**config.mk**
```make
export PLATFORM = sky130hd
export DESIGN_NAME = sbi_ctrl
export DESIGN_NICKNAME = d
export VERILOG_FILES = /design/src/verilog/sbi_pkg.sv /design/src/verilog/sbi_ctrl.sv /design/src/verilog/sbi_sync.sv /design/src/verilog/sbi_base_clock.sv
export VERILOG_INCLUDE_DIRS = /design/src /design/src/verilog
export SDC_FILE = /design/constraint.sdc
export NUM_CORES = 1
export LEC_CHECK = 0
export BUFFER_PORTS_ARGS = -buffer_cell sky130_fd_sc_hd__clkbuf_2
export CORE_UTILIZATION = 50
export CTS_CLUSTER_SIZE = 16
export DETAILED_ROUTE_END_ITERATION = 10
export MAX_ROUTING_LAYER = met4
export PLACE_DENSITY = 0.84
export SLEW_MARGIN = 20
export SYNTH_ARGS = -nofsm -noshare
export SYNTH_HDL_FRONTEND = slang
export SYNTH_SLANG_ARGS = --single-unit
```
**constraint.sdc**
```tcl
create_clock -name pclk -period 1.94 [get_ports pclk]
set_input_delay 0.388 -clock pclk [delete_from_list [all_inputs] [get_ports pclk]]
set_output_delay 0.388 -clock pclk [all_outputs]
set_load 0.1 [all_outputs]
```
**src/verilog/sbi_cfg.svh**
```systemverilog
// register map, field positions, reset values and timing for the serial bus
`ifndef SBI_CFG_SVH
`define SBI_CFG_SVH

// byte offsets on the apb
`define SBI_CTRL_OFS 12'h000
`define SBI_EVT_OFS 12'h004
`define SBI_MASK_OFS 12'h008
`define SBI_GEAR_OFS 12'h00c

// control / status field positions
`define SBI_SOFT_RST_LSB 0
`define SBI_MODE_LSB 2
`define SBI_PIN_BIT 4
`define SBI_GEN_BIT 5
`define SBI_XMIT_BIT 6
`define SBI_CTLR_BIT 7
`define SBI_AL_BIT 3
`define SBI_LRB_BIT 0

// soft reset patterns
`define SBI_SOFT_RST_ARM 2'h2
`define SBI_SOFT_RST_FIRE 2'h1

// event bits
`define SBI_EVT_BYTE 0
`define SBI_EVT_START 1
`define SBI_EVT_STOP 2
`define SBI_EVT_LOST 3
`define SBI_EVT_W 4

// reset values
`define SBI_MODE_RST 2'h0
`define SBI_GEAR_RST 2'h0
`define SBI_MASK_RST 4'h0

// base clock: divide by 2^(shift+gear)
`define SBI_BASE_SHIFT 2
`define SBI_DIV_W 5

// scl rising edges per unit: 8 data bits, plus acknowledge in i2c mode
`define SBI_SIO_LAST 4'h7
`define SBI_I2C_LAST 4'h8

`endif

```
**src/verilog/sbi_pkg.sv**
```systemverilog
// types shared by the serial bus control block
package sbi_pkg;

    typedef enum logic [1:0] {
        mode_port = 2'h0,
        mode_sio = 2'h1,
        mode_i2c = 2'h2,
        mode_rsvd = 2'h3
    } mode_type;

    // gray sequence: idle -> start -> held -> stop -> idle
    typedef enum logic [1:0] {
        gen_idle = 2'h0,
        gen_start = 2'h1,
        gen_held = 2'h3,
        gen_stop = 2'h2
    } gen_state_type;

endpackage

```
**src/verilog/sbi_ctrl.sv**
```systemverilog
// serial bus control and mode select with apb register access
//
// Added by the designer: register access over APB and the address map.
`include "sbi_cfg.svh"
`timescale 1ns/1ps
module sbi_ctrl
    import sbi_pkg::*;
(
    // apb
    input wire logic pclk,
    input wire logic presetn,
    input wire logic psel,
    input wire logic penable,
    input wire logic pwrite,
    input wire logic [11:0] paddr,
    input wire logic [31:0] pwdata,
    output logic [31:0] prdata,
    output logic pready,
    output logic pslverr,
    // open-drain bus lines
    input wire logic scl_i,
    output logic scl_o,
    output logic scl_oe,
    input wire logic sda_i,
    output logic sda_o,
    output logic sda_oe,
    // interrupt
    output logic serial_bus_interrupt
);

    // register state
    logic ctlr_sel_reg;
    logic xmit_sel_reg;
    mode_type mode_reg;
    logic [1:0] gear_reg;
    logic [`SBI_EVT_W-1:0] evt_reg;
    logic [`SBI_EVT_W-1:0] mask_reg;
    logic soft_rst_arm_reg;
    logic soft_rst_reg;

    // interface state
    logic int_pending_reg;
    logic bus_busy_reg;
    logic lost_reg;
    logic lrb_reg;
    logic [3:0] bit_cnt_reg;
    gen_state_type gen_state_reg;
    gen_state_type gen_state_next;
    logic scl_prev_reg;
    logic sda_prev_reg;

    // bus decode
    logic setup_rd;
    logic wr_en;
    logic hit_ctrl;
    logic hit_evt;
    logic hit_mask;
    logic hit_gear;
    logic mapped;
    logic wr_ctrl;
    logic [7:0] status;
    logic [31:0] rd_data;

    // line sensing
    logic [1:0] lines;
    logic scl_s;
    logic sda_s;
    logic in_i2c;
    logic in_sio;
    logic scl_rise;
    logic start_seen;
    logic stop_seen;
    logic unit_done;
    logic gen_req;
    logic gen_refused;
    logic tick;
    logic [`SBI_EVT_W-1:0] evt_set;

    sbi_sync #(
        .WIDTH(2)
    ) u_sync (
        .pclk(pclk),
        .presetn(presetn),
        .async_in({sda_i, scl_i}),
        .sync_out(lines)
    );

    sbi_base_clock u_base (
        .pclk(pclk),
        .presetn(presetn),
        .gear(gear_reg),
        .tick(tick)
    );

    assign scl_s = lines[0];
    assign sda_s = lines[1];

    // reserved mode 11 behaves as port mode: nothing drives, nothing counts
    assign in_i2c = (mode_reg == mode_i2c);
    assign in_sio = (mode_reg == mode_sio);

    // apb slave
    assign hit_ctrl = (paddr == `SBI_CTRL_OFS);
    assign hit_evt = (paddr == `SBI_EVT_OFS);
    assign hit_mask = (paddr == `SBI_MASK_OFS);
    assign hit_gear = (paddr == `SBI_GEAR_OFS);
    assign mapped = hit_ctrl | hit_evt | hit_mask | hit_gear;
    assign setup_rd = psel & penable & ~pready;
    assign wr_en = psel & penable & pready & pwrite & mapped;
    assign wr_ctrl = wr_en & hit_ctrl;

    // al, aas and ado report only lost arbitration here; the rest read 0
    assign status = {ctlr_sel_reg, xmit_sel_reg, bus_busy_reg,
                     ~int_pending_reg,
                     lost_reg, 2'h0, lrb_reg};

    always_comb begin
        rd_data = 32'h0;
        if (hit_ctrl) begin
            // reads land on the status register, upper bits zero
            rd_data = {24'h0, status};
        end else if (hit_evt) begin
            rd_data = {28'h0, evt_reg};
        end else if (hit_mask) begin
            rd_data = {28'h0, mask_reg};
        end else if (hit_gear) begin
            rd_data = {30'h0, gear_reg};
        end
    end

    // one wait state: pready rises in the second access cycle
    always_ff @(posedge pclk or negedge presetn) begin
        if (!presetn) begin
            pready <= 1'b0;
            pslverr <= 1'b0;
            prdata <= 32'h0;
        end else begin
            pready <= setup_rd;
            pslverr <= setup_rd & ~mapped;
            if (setup_rd & ~pwrite) begin
                prdata <= rd_data;
            end
        end
    end

    // control register
    // only the low byte is decoded; pwdata[31:8] never reaches any state
    always_ff @(posedge pclk or negedge presetn) begin
        if (!presetn) begin
            ctlr_sel_reg <= 1'b0;
            xmit_sel_reg <= 1'b0;
            mode_reg <= mode_port;
        end else if (wr_ctrl) begin
            ctlr_sel_reg <= pwdata[`SBI_CTLR_BIT];
            xmit_sel_reg <= pwdata[`SBI_XMIT_BIT];
            // mode changes take effect at once; software has already
            // checked that the bus is idle and the lines are high
            mode_reg <= mode_type'(pwdata[`SBI_MODE_LSB +: 2]);
        end
    end

    // two-step software reset: arm on 10, fire on the very next write of 01
    always_ff @(posedge pclk or negedge presetn) begin
        if (!presetn) begin
            soft_rst_arm_reg <= 1'b0;
            soft_rst_reg <= 1'b0;
        end else begin
            soft_rst_reg <= 1'b0;
            if (wr_ctrl) begin
                soft_rst_arm_reg <=
                    (pwdata[`SBI_SOFT_RST_LSB +: 2] == `SBI_SOFT_RST_ARM);
                soft_rst_reg <= soft_rst_arm_reg &
                    (pwdata[`SBI_SOFT_RST_LSB +: 2] == `SBI_SOFT_RST_FIRE);
            end
        end
    end

    always_ff @(posedge pclk or negedge presetn) begin
        if (!presetn) begin
            gear_reg <= `SBI_GEAR_RST;
        end else if (wr_en & hit_gear) begin
            gear_reg <= pwdata[1:0];
        end
    end

    // line monitor
    always_ff @(posedge pclk or negedge presetn) begin
        if (!presetn) begin
            scl_prev_reg <= 1'b1;
            sda_prev_reg <= 1'b1;
        end else begin
            scl_prev_reg <= scl_s;
            sda_prev_reg <= sda_s;
        end
    end

    assign scl_rise = scl_s & ~scl_prev_reg;
    assign start_seen = in_i2c & scl_prev_reg & scl_s
                        & sda_prev_reg & ~sda_s;
    assign stop_seen = in_i2c & scl_prev_reg & scl_s
                       & ~sda_prev_reg & sda_s;
    assign unit_done = scl_rise & (in_sio | (in_i2c & bus_busy_reg))
                       & (bit_cnt_reg ==
                          (in_i2c ? `SBI_I2C_LAST : `SBI_SIO_LAST));

    always_ff @(posedge pclk or negedge presetn) begin
        if (!presetn) begin
            bus_busy_reg <= 1'b0;
        end else if (soft_rst_reg | ~in_i2c) begin
            bus_busy_reg <= 1'b0;
        end else if (start_seen) begin
            bus_busy_reg <= 1'b1;
        end else if (stop_seen) begin
            bus_busy_reg <= 1'b0;
        end
    end

    // a start restarts the count so a repeated start realigns the byte
    always_ff @(posedge pclk or negedge presetn) begin
        if (!presetn) begin
            bit_cnt_reg <= 4'h0;
        end else if (soft_rst_reg | start_seen | ~(in_i2c | in_sio)) begin
            bit_cnt_reg <= 4'h0;
        end else if (unit_done) begin
            bit_cnt_reg <= 4'h0;
        end else if (scl_rise & (in_sio | bus_busy_reg)) begin
            bit_cnt_reg <= bit_cnt_reg + 4'h1;
        end
    end

    always_ff @(posedge pclk or negedge presetn) begin
        if (!presetn) begin
            lrb_reg <= 1'b0;
        end else if (soft_rst_reg) begin
            lrb_reg <= 1'b0;
        end else if (scl_rise & (in_sio | in_i2c)) begin
            lrb_reg <= sda_s;
        end
    end

    // pending request: a unit finishing in the clear cycle still sets it
    always_ff @(posedge pclk or negedge presetn) begin
        if (!presetn) begin
            int_pending_reg <= 1'b0;
        end else if (unit_done) begin
            int_pending_reg <= 1'b1;
        end else if (soft_rst_reg) begin
            int_pending_reg <= 1'b0;
        end else if (wr_ctrl & pwdata[`SBI_PIN_BIT]) begin
            int_pending_reg <= 1'b0;
        end
    end

    // start / stop generator
    // a start while another controller holds the bus is refused as lost
    assign gen_req = wr_ctrl & pwdata[`SBI_GEN_BIT] & pwdata[`SBI_CTLR_BIT]
                     & in_i2c & (gen_state_reg == gen_idle);
    assign gen_refused = gen_req & bus_busy_reg;

    always_comb begin
        gen_state_next = gen_state_reg;
        unique case (gen_state_reg)
            gen_idle: begin
                if (gen_req & ~bus_busy_reg) begin
                    gen_state_next = gen_start;
                end
            end
            gen_start: begin
                if (tick) begin
                    gen_state_next = gen_held;
                end
            end
            gen_held: begin
                if (wr_ctrl & ~pwdata[`SBI_GEN_BIT]) begin
                    gen_state_next = gen_stop;
                end
            end
            gen_stop: begin
                if (tick) begin
                    gen_state_next = gen_idle;
                end
            end
        endcase
    end

    always_ff @(posedge pclk or negedge presetn) begin
        if (!presetn) begin
            gen_state_reg <= gen_idle;
        end else if (soft_rst_reg | ~in_i2c) begin
            gen_state_reg <= gen_idle;
        end else begin
            gen_state_reg <= gen_state_next;
        end
    end

    always_ff @(posedge pclk or negedge presetn) begin
        if (!presetn) begin
            lost_reg <= 1'b0;
        end else if (gen_refused) begin
            lost_reg <= 1'b1;
        end else if (soft_rst_reg | gen_req) begin
            lost_reg <= 1'b0;
        end
    end

    // outputs only ever pull low; port mode releases both lines
    always_ff @(posedge pclk or negedge presetn) begin
        if (!presetn) begin
            scl_o <= 1'b0;
            sda_o <= 1'b0;
            scl_oe <= 1'b0;
            sda_oe <= 1'b0;
        end else begin
            scl_o <= 1'b0;
            sda_o <= 1'b0;
            sda_oe <= in_i2c & (gen_state_next != gen_idle)
                      & ~soft_rst_reg;
            scl_oe <= in_i2c & (gen_state_next == gen_held)
                      & ~soft_rst_reg;
        end
    end

    // interrupt
    always_comb begin
        evt_set = '0;
        evt_set[`SBI_EVT_BYTE] = unit_done;
        evt_set[`SBI_EVT_START] = start_seen;
        evt_set[`SBI_EVT_STOP] = stop_seen;
        evt_set[`SBI_EVT_LOST] = gen_refused;
    end

    // write one to clear; a new event in the same cycle wins
    always_ff @(posedge pclk or negedge presetn) begin
        if (!presetn) begin
            evt_reg <= '0;
        end else if (wr_en & hit_evt) begin
            evt_reg <= (evt_reg & ~pwdata[`SBI_EVT_W-1:0]) | evt_set;
        end else begin
            evt_reg <= evt_reg | evt_set;
        end
    end

    always_ff @(posedge pclk or negedge presetn) begin
        if (!presetn) begin
            mask_reg <= `SBI_MASK_RST;
        end else if (wr_en & hit_mask) begin
            mask_reg <= pwdata[`SBI_EVT_W-1:0];
        end
    end

    always_ff @(posedge pclk or negedge presetn) begin
        if (!presetn) begin
            serial_bus_interrupt <= 1'b0;
        end else begin
            serial_bus_interrupt <= |(evt_reg & mask_reg);
        end
    end

endmodule

```
**src/verilog/sbi_sync.sv**
```systemverilog
// two flip-flop synchroniser for pin inputs
`timescale 1ns/1ps
module sbi_sync #(
    parameter int WIDTH = 2
) (
    // clock and reset
    input wire logic pclk,
    input wire logic presetn,
    // data
    input wire logic [WIDTH-1:0] async_in,
    output logic [WIDTH-1:0] sync_out
);

    // idle bus lines are high, so start from ones
    logic [WIDTH-1:0] meta_reg;

    always_ff @(posedge pclk or negedge presetn) begin
        if (!presetn) begin
            meta_reg <= '1;
            sync_out <= '1;
        end else begin
            meta_reg <= async_in;
            sync_out <= meta_reg;
        end
    end

endmodule

```
**src/verilog/sbi_base_clock.sv**
```systemverilog
// base clock tick generator selected by the clock gear
`include "sbi_cfg.svh"
`timescale 1ns/1ps
module sbi_base_clock (
    // clock and reset
    input wire logic pclk,
    input wire logic presetn,
    // gear select
    input wire logic [1:0] gear,
    // one pulse per base clock period
    output logic tick
);

    logic [`SBI_DIV_W-1:0] cnt_reg;
    logic [`SBI_DIV_W-1:0] last;

    // divisor 4, 8, 16 or 32 system clocks
    assign last = `SBI_DIV_W'((1 << (`SBI_BASE_SHIFT + gear)) - 1);

    always_ff @(posedge pclk or negedge presetn) begin
        if (!presetn) begin
            cnt_reg <= '0;
            tick <= 1'b0;
        end else if (cnt_reg >= last) begin
            // a gear change applies at once; a count already past the new last wraps here
            cnt_reg <= '0;
            tick <= 1'b1;
        end else begin
            cnt_reg <= cnt_reg + `SBI_DIV_W'(1);
            tick <= 1'b0;
        end
    end

endmodule

```
==> results_dict.tcl <==
set metrics [dict create \
    status "finished clean" \
    coreArea_um2 4880 \
    yosysSeqAreaShare 0.493 \
    path_class "input port to register" \
    fill_cells 434 \
    start_util 0.534 \
    maxCapViolCount 0 \
    rsz0062_at_grt "no" \
    place_inst 358 \
    synth.top_cell.area_share 0.432 \
    synthesis.area_um2 2600 \
    yosys.area.top_type "dfrtp_1" \
    dieArea_um2 5500 \
    cts_buffer_depth 2 \
    endpoint_kind "register" \
    power_w 0.00254 \
    clk_latency_ns 0.31 \
    peakVddDrop_v 0.000641 \
    die_w_um 74.2 \
    maxSlewViolCount 0 \
    r2r_cells 4 \
    placed_cell_area_um2 2850 \
    holdBufCountCts 0 \
    hold_viol 0 \
    synthTopCellsByArea "dfrtp_1, buf_4, dfstp_2, ha_1, nand2_1" \
    ys.flop_type "dfrtp_1" \
    setup_viol_count_final 0 \
    final_cells 366 \
    synthArstFlopShare 1.00 \
    fin_area_um2 2990 \
    grt_pass1_vias 1829 \
    cts_max_level 2 \
    setup_slack_ns 0.112 \
    first_iter_violations 79 \
    syn_avg_cell_area_um2 10.6 \
    clkSlewWorstSetupHoldPaths_ns 0.08 \
    diodes 0 \
    synth_cell_types 46 \
    grt_first_pass_wirelength_um 8380 \
    worst_slew_pin_slew_ns 0.612 \
    vias 1919 \
    swShare 0.305 \
    cts_setup_buffers 0 \
    cp_slowest_cell "or4_4" \
    p_clk_frac 0.334 \
    grt_overflow 0 \
    synth-adder-area-share 0.0432 \
    ys_ff_latch 51 \
    seq_area_um2 1290 \
    io_pins 90 \
    power.internal_w 0.00176 \
    worstPathRequired_ns 2.14 \
    track_usage 0.214 \
    synth_edf_count 0 \
    nets 358 \
    synth-compound-area-share 0.0994 \
    fin_crit_sh 0.942 \
    min_period_ns 1.83 \
    seqPwrFrac 0.458 \
    max_freq_mhz 547 \
    drt-total-wl_um 4870 \
    num_rows 25 \
    cts_tree "done" \
    syn2layout_area_growth_pct 14.7 \
    cts-root-buf "clkbuf_8" \
    switching_power_w 0.000774 \
    cp.arrival_ns 2.02 \
    fp.dieH_um 74.2 \
    slowest_delay_ns 0.52 \
    synthCells 245 \
    min_path_cells 1 \
    gp_congestion 0.875 \
    fin_util 0.613 \
    synthXorXnorAreaFrac 0.0202 \
    portBuffers 39 \
    power_density_nw_per_um2 848 \
    worstHoldPathType "input port to register" \
    synth_top_family_by_area "simple AND/OR/NAND/NOR gates" \
    p_leak_nw 1.43 \
    pwr-share-comb 0.208 \
    antenna_found_initial 0 \
    crit_path_start_kind "input port" \
    cts-buffers-inserted 5 \
    synth-simple-area-share 0.178 \
    post-place-ws_ns -0.213 \
    drc 0 \
    yosys_warnings 0 \
    firstDrtPassIters 4 \
    post_drt_wl_per_cell_um 13.3 \
    path_cells "clkbuf_2, or4_4, or4b_1, buf_4, mux2_4" \
    critPathMaxFanout 8 \
    grt_start_max_net_pins 52 \
    fin_worst_skew_ns 0.00938 \
    cts.sinks 51 \
    final_layout_size_suffix_gt1_frac 0.278 \
    synth_mux_area_frac 0.0696 \
    largest_register_ffs 8 \
    hpwl_um 3650 \
    vias_per_cell 5.24 \
    relSlewSlack 0.592 \
    final_antenna_net_count 0 \
    multi_input_area_um2 1180 \
]
==> layout make-up <==
class | count | area share
Clock buffer | 6 | 0.0243
Clock inverter | 2 | 0.0201
Inverter | 7 | 0.00879
Multi-Input combinational cell | 183 | 0.395
Sequential cell | 51 | 0.431
Tap cell | 67 | 0.0280
Timing Repair Buffer | 50 | 0.0929
==> cells in the final DEF (no fill, tap or decap), types with 3 or more instances in the layout <==
cell type	count
or3_1	3
nand3_1	9
mux2_2	7
o21ai_0	7
clkbuf_8	5
ha_1	9
nor4_1	4
inv_1	7
nor3_1	8
nor2b_1	4
mux2_4	4
conb_1	28
clkbuf_2	39
a22oi_1	3
dfstp_2	6
dfrtp_1	44
a211oi_1	6
nand2b_1	5
nand2_1	25
a21oi_1	7
buf_4	11
xnor2_1	4
a21o_1	5
o31ai_1	5
nor2_1	13
==> through the flow <==
step	TNS [ns]	hold WS, ns
5_1_grt	0	0.136
2_1_floorplan	-0.276	0.0924
4_1_cts	0	0.141
3_3_place_gp	-1.25	0.346
6_report	0	0.157
3_5_place_dp	-1.68	0.347
==> per-layer routing <==
layer	up-vias	global-route usage	routed length (um)
met2	59	0.323	2410
met5	-	-	0
li1	917	-	-
met3	13	0.0379	190
met1	930	0.272	2140
met4	0	0.124	126
==> synth_stat cells (2+ instances only) <==
cell type,instances
dfrtp_1,45
buf_4,26
nand2_1,25
nor2_1,13
ha_1,9
nand3_1,9
nor3_1,8
a21oi_1,7
inv_1,7
mux2_2,7
o21ai_0,7
a211oi_1,6
dfstp_2,6
a21o_1,5
nand2b_1,5
nor4_1,5
o31ai_1,5
mux2_4,4
nor2b_1,4
xnor2_1,4
a22oi_1,3
clkbuf_1,3
or3_1,3
conb_1,2
mux2i_1,2
nand3b_1,2
nand4_1,2
or4_4,2
xor2_1,2
==> power by group through the flow <==
stage | clock (W) | combinational [W] | sequential, W
floorplan | 0 | 0.000440 | 0.00119
global placement | 0 | 0.000505 | 0.00118
detailed placement | 0 | 0.000523 | 0.00118
CTS | 0.000872 | 0.000525 | 0.00116
global route | 0.000904 | 0.000574 | 0.00117
finish | 0.000847 | 0.000527 | 0.00116
==> critical path: cells and delay by family <==
kind / cells / cell delay [ns]
buf+inv: 2 / 0.29
mux: 1 / 0.30
simple gates: 2 / 1.04
==> logic make-up (layout without fill, tap and decap cells) <==
family / count (synthesis) / in the layout
xor gates and xnor gates: 6 / 6
and+or+nand+nor: 87 / 87
adders and majority gates: 9 / 9
DFF: 51 / 51
buffers and inverters: 37 / 65
other: 2 / 28
muxes: 14 / 14
AOI/OAI and AO/OA: 39 / 39
==> timing repair <==
action	in CTS	in global routing
endpoints found under the setup margin	0	1
gates resized for setup	0	1
endpoints found under the hold margin	0	0
==> path summary, 6_finish.rpt <==
| kind | startpoint | end | slack, ns |
|---|---|---|---|
| setup / recovery | paddr[5] | mode_reg[0] | 0.11 |
| hold / removal | scl_i | u_sync.meta_reg[0] | 0.16 |
| setup reg to reg | pready | mode_reg[0] | 0.22 |
| hold reg to reg | u_sync.meta_reg[0] | u_sync.sync_out[0] | 0.36 |
| max in group asynchronous | presetn | pready | 1.31 |
| min in group asynchronous | presetn | mode_reg[0] | 0.17 |
Note: power is estimated with default switching activity, not from simulation.
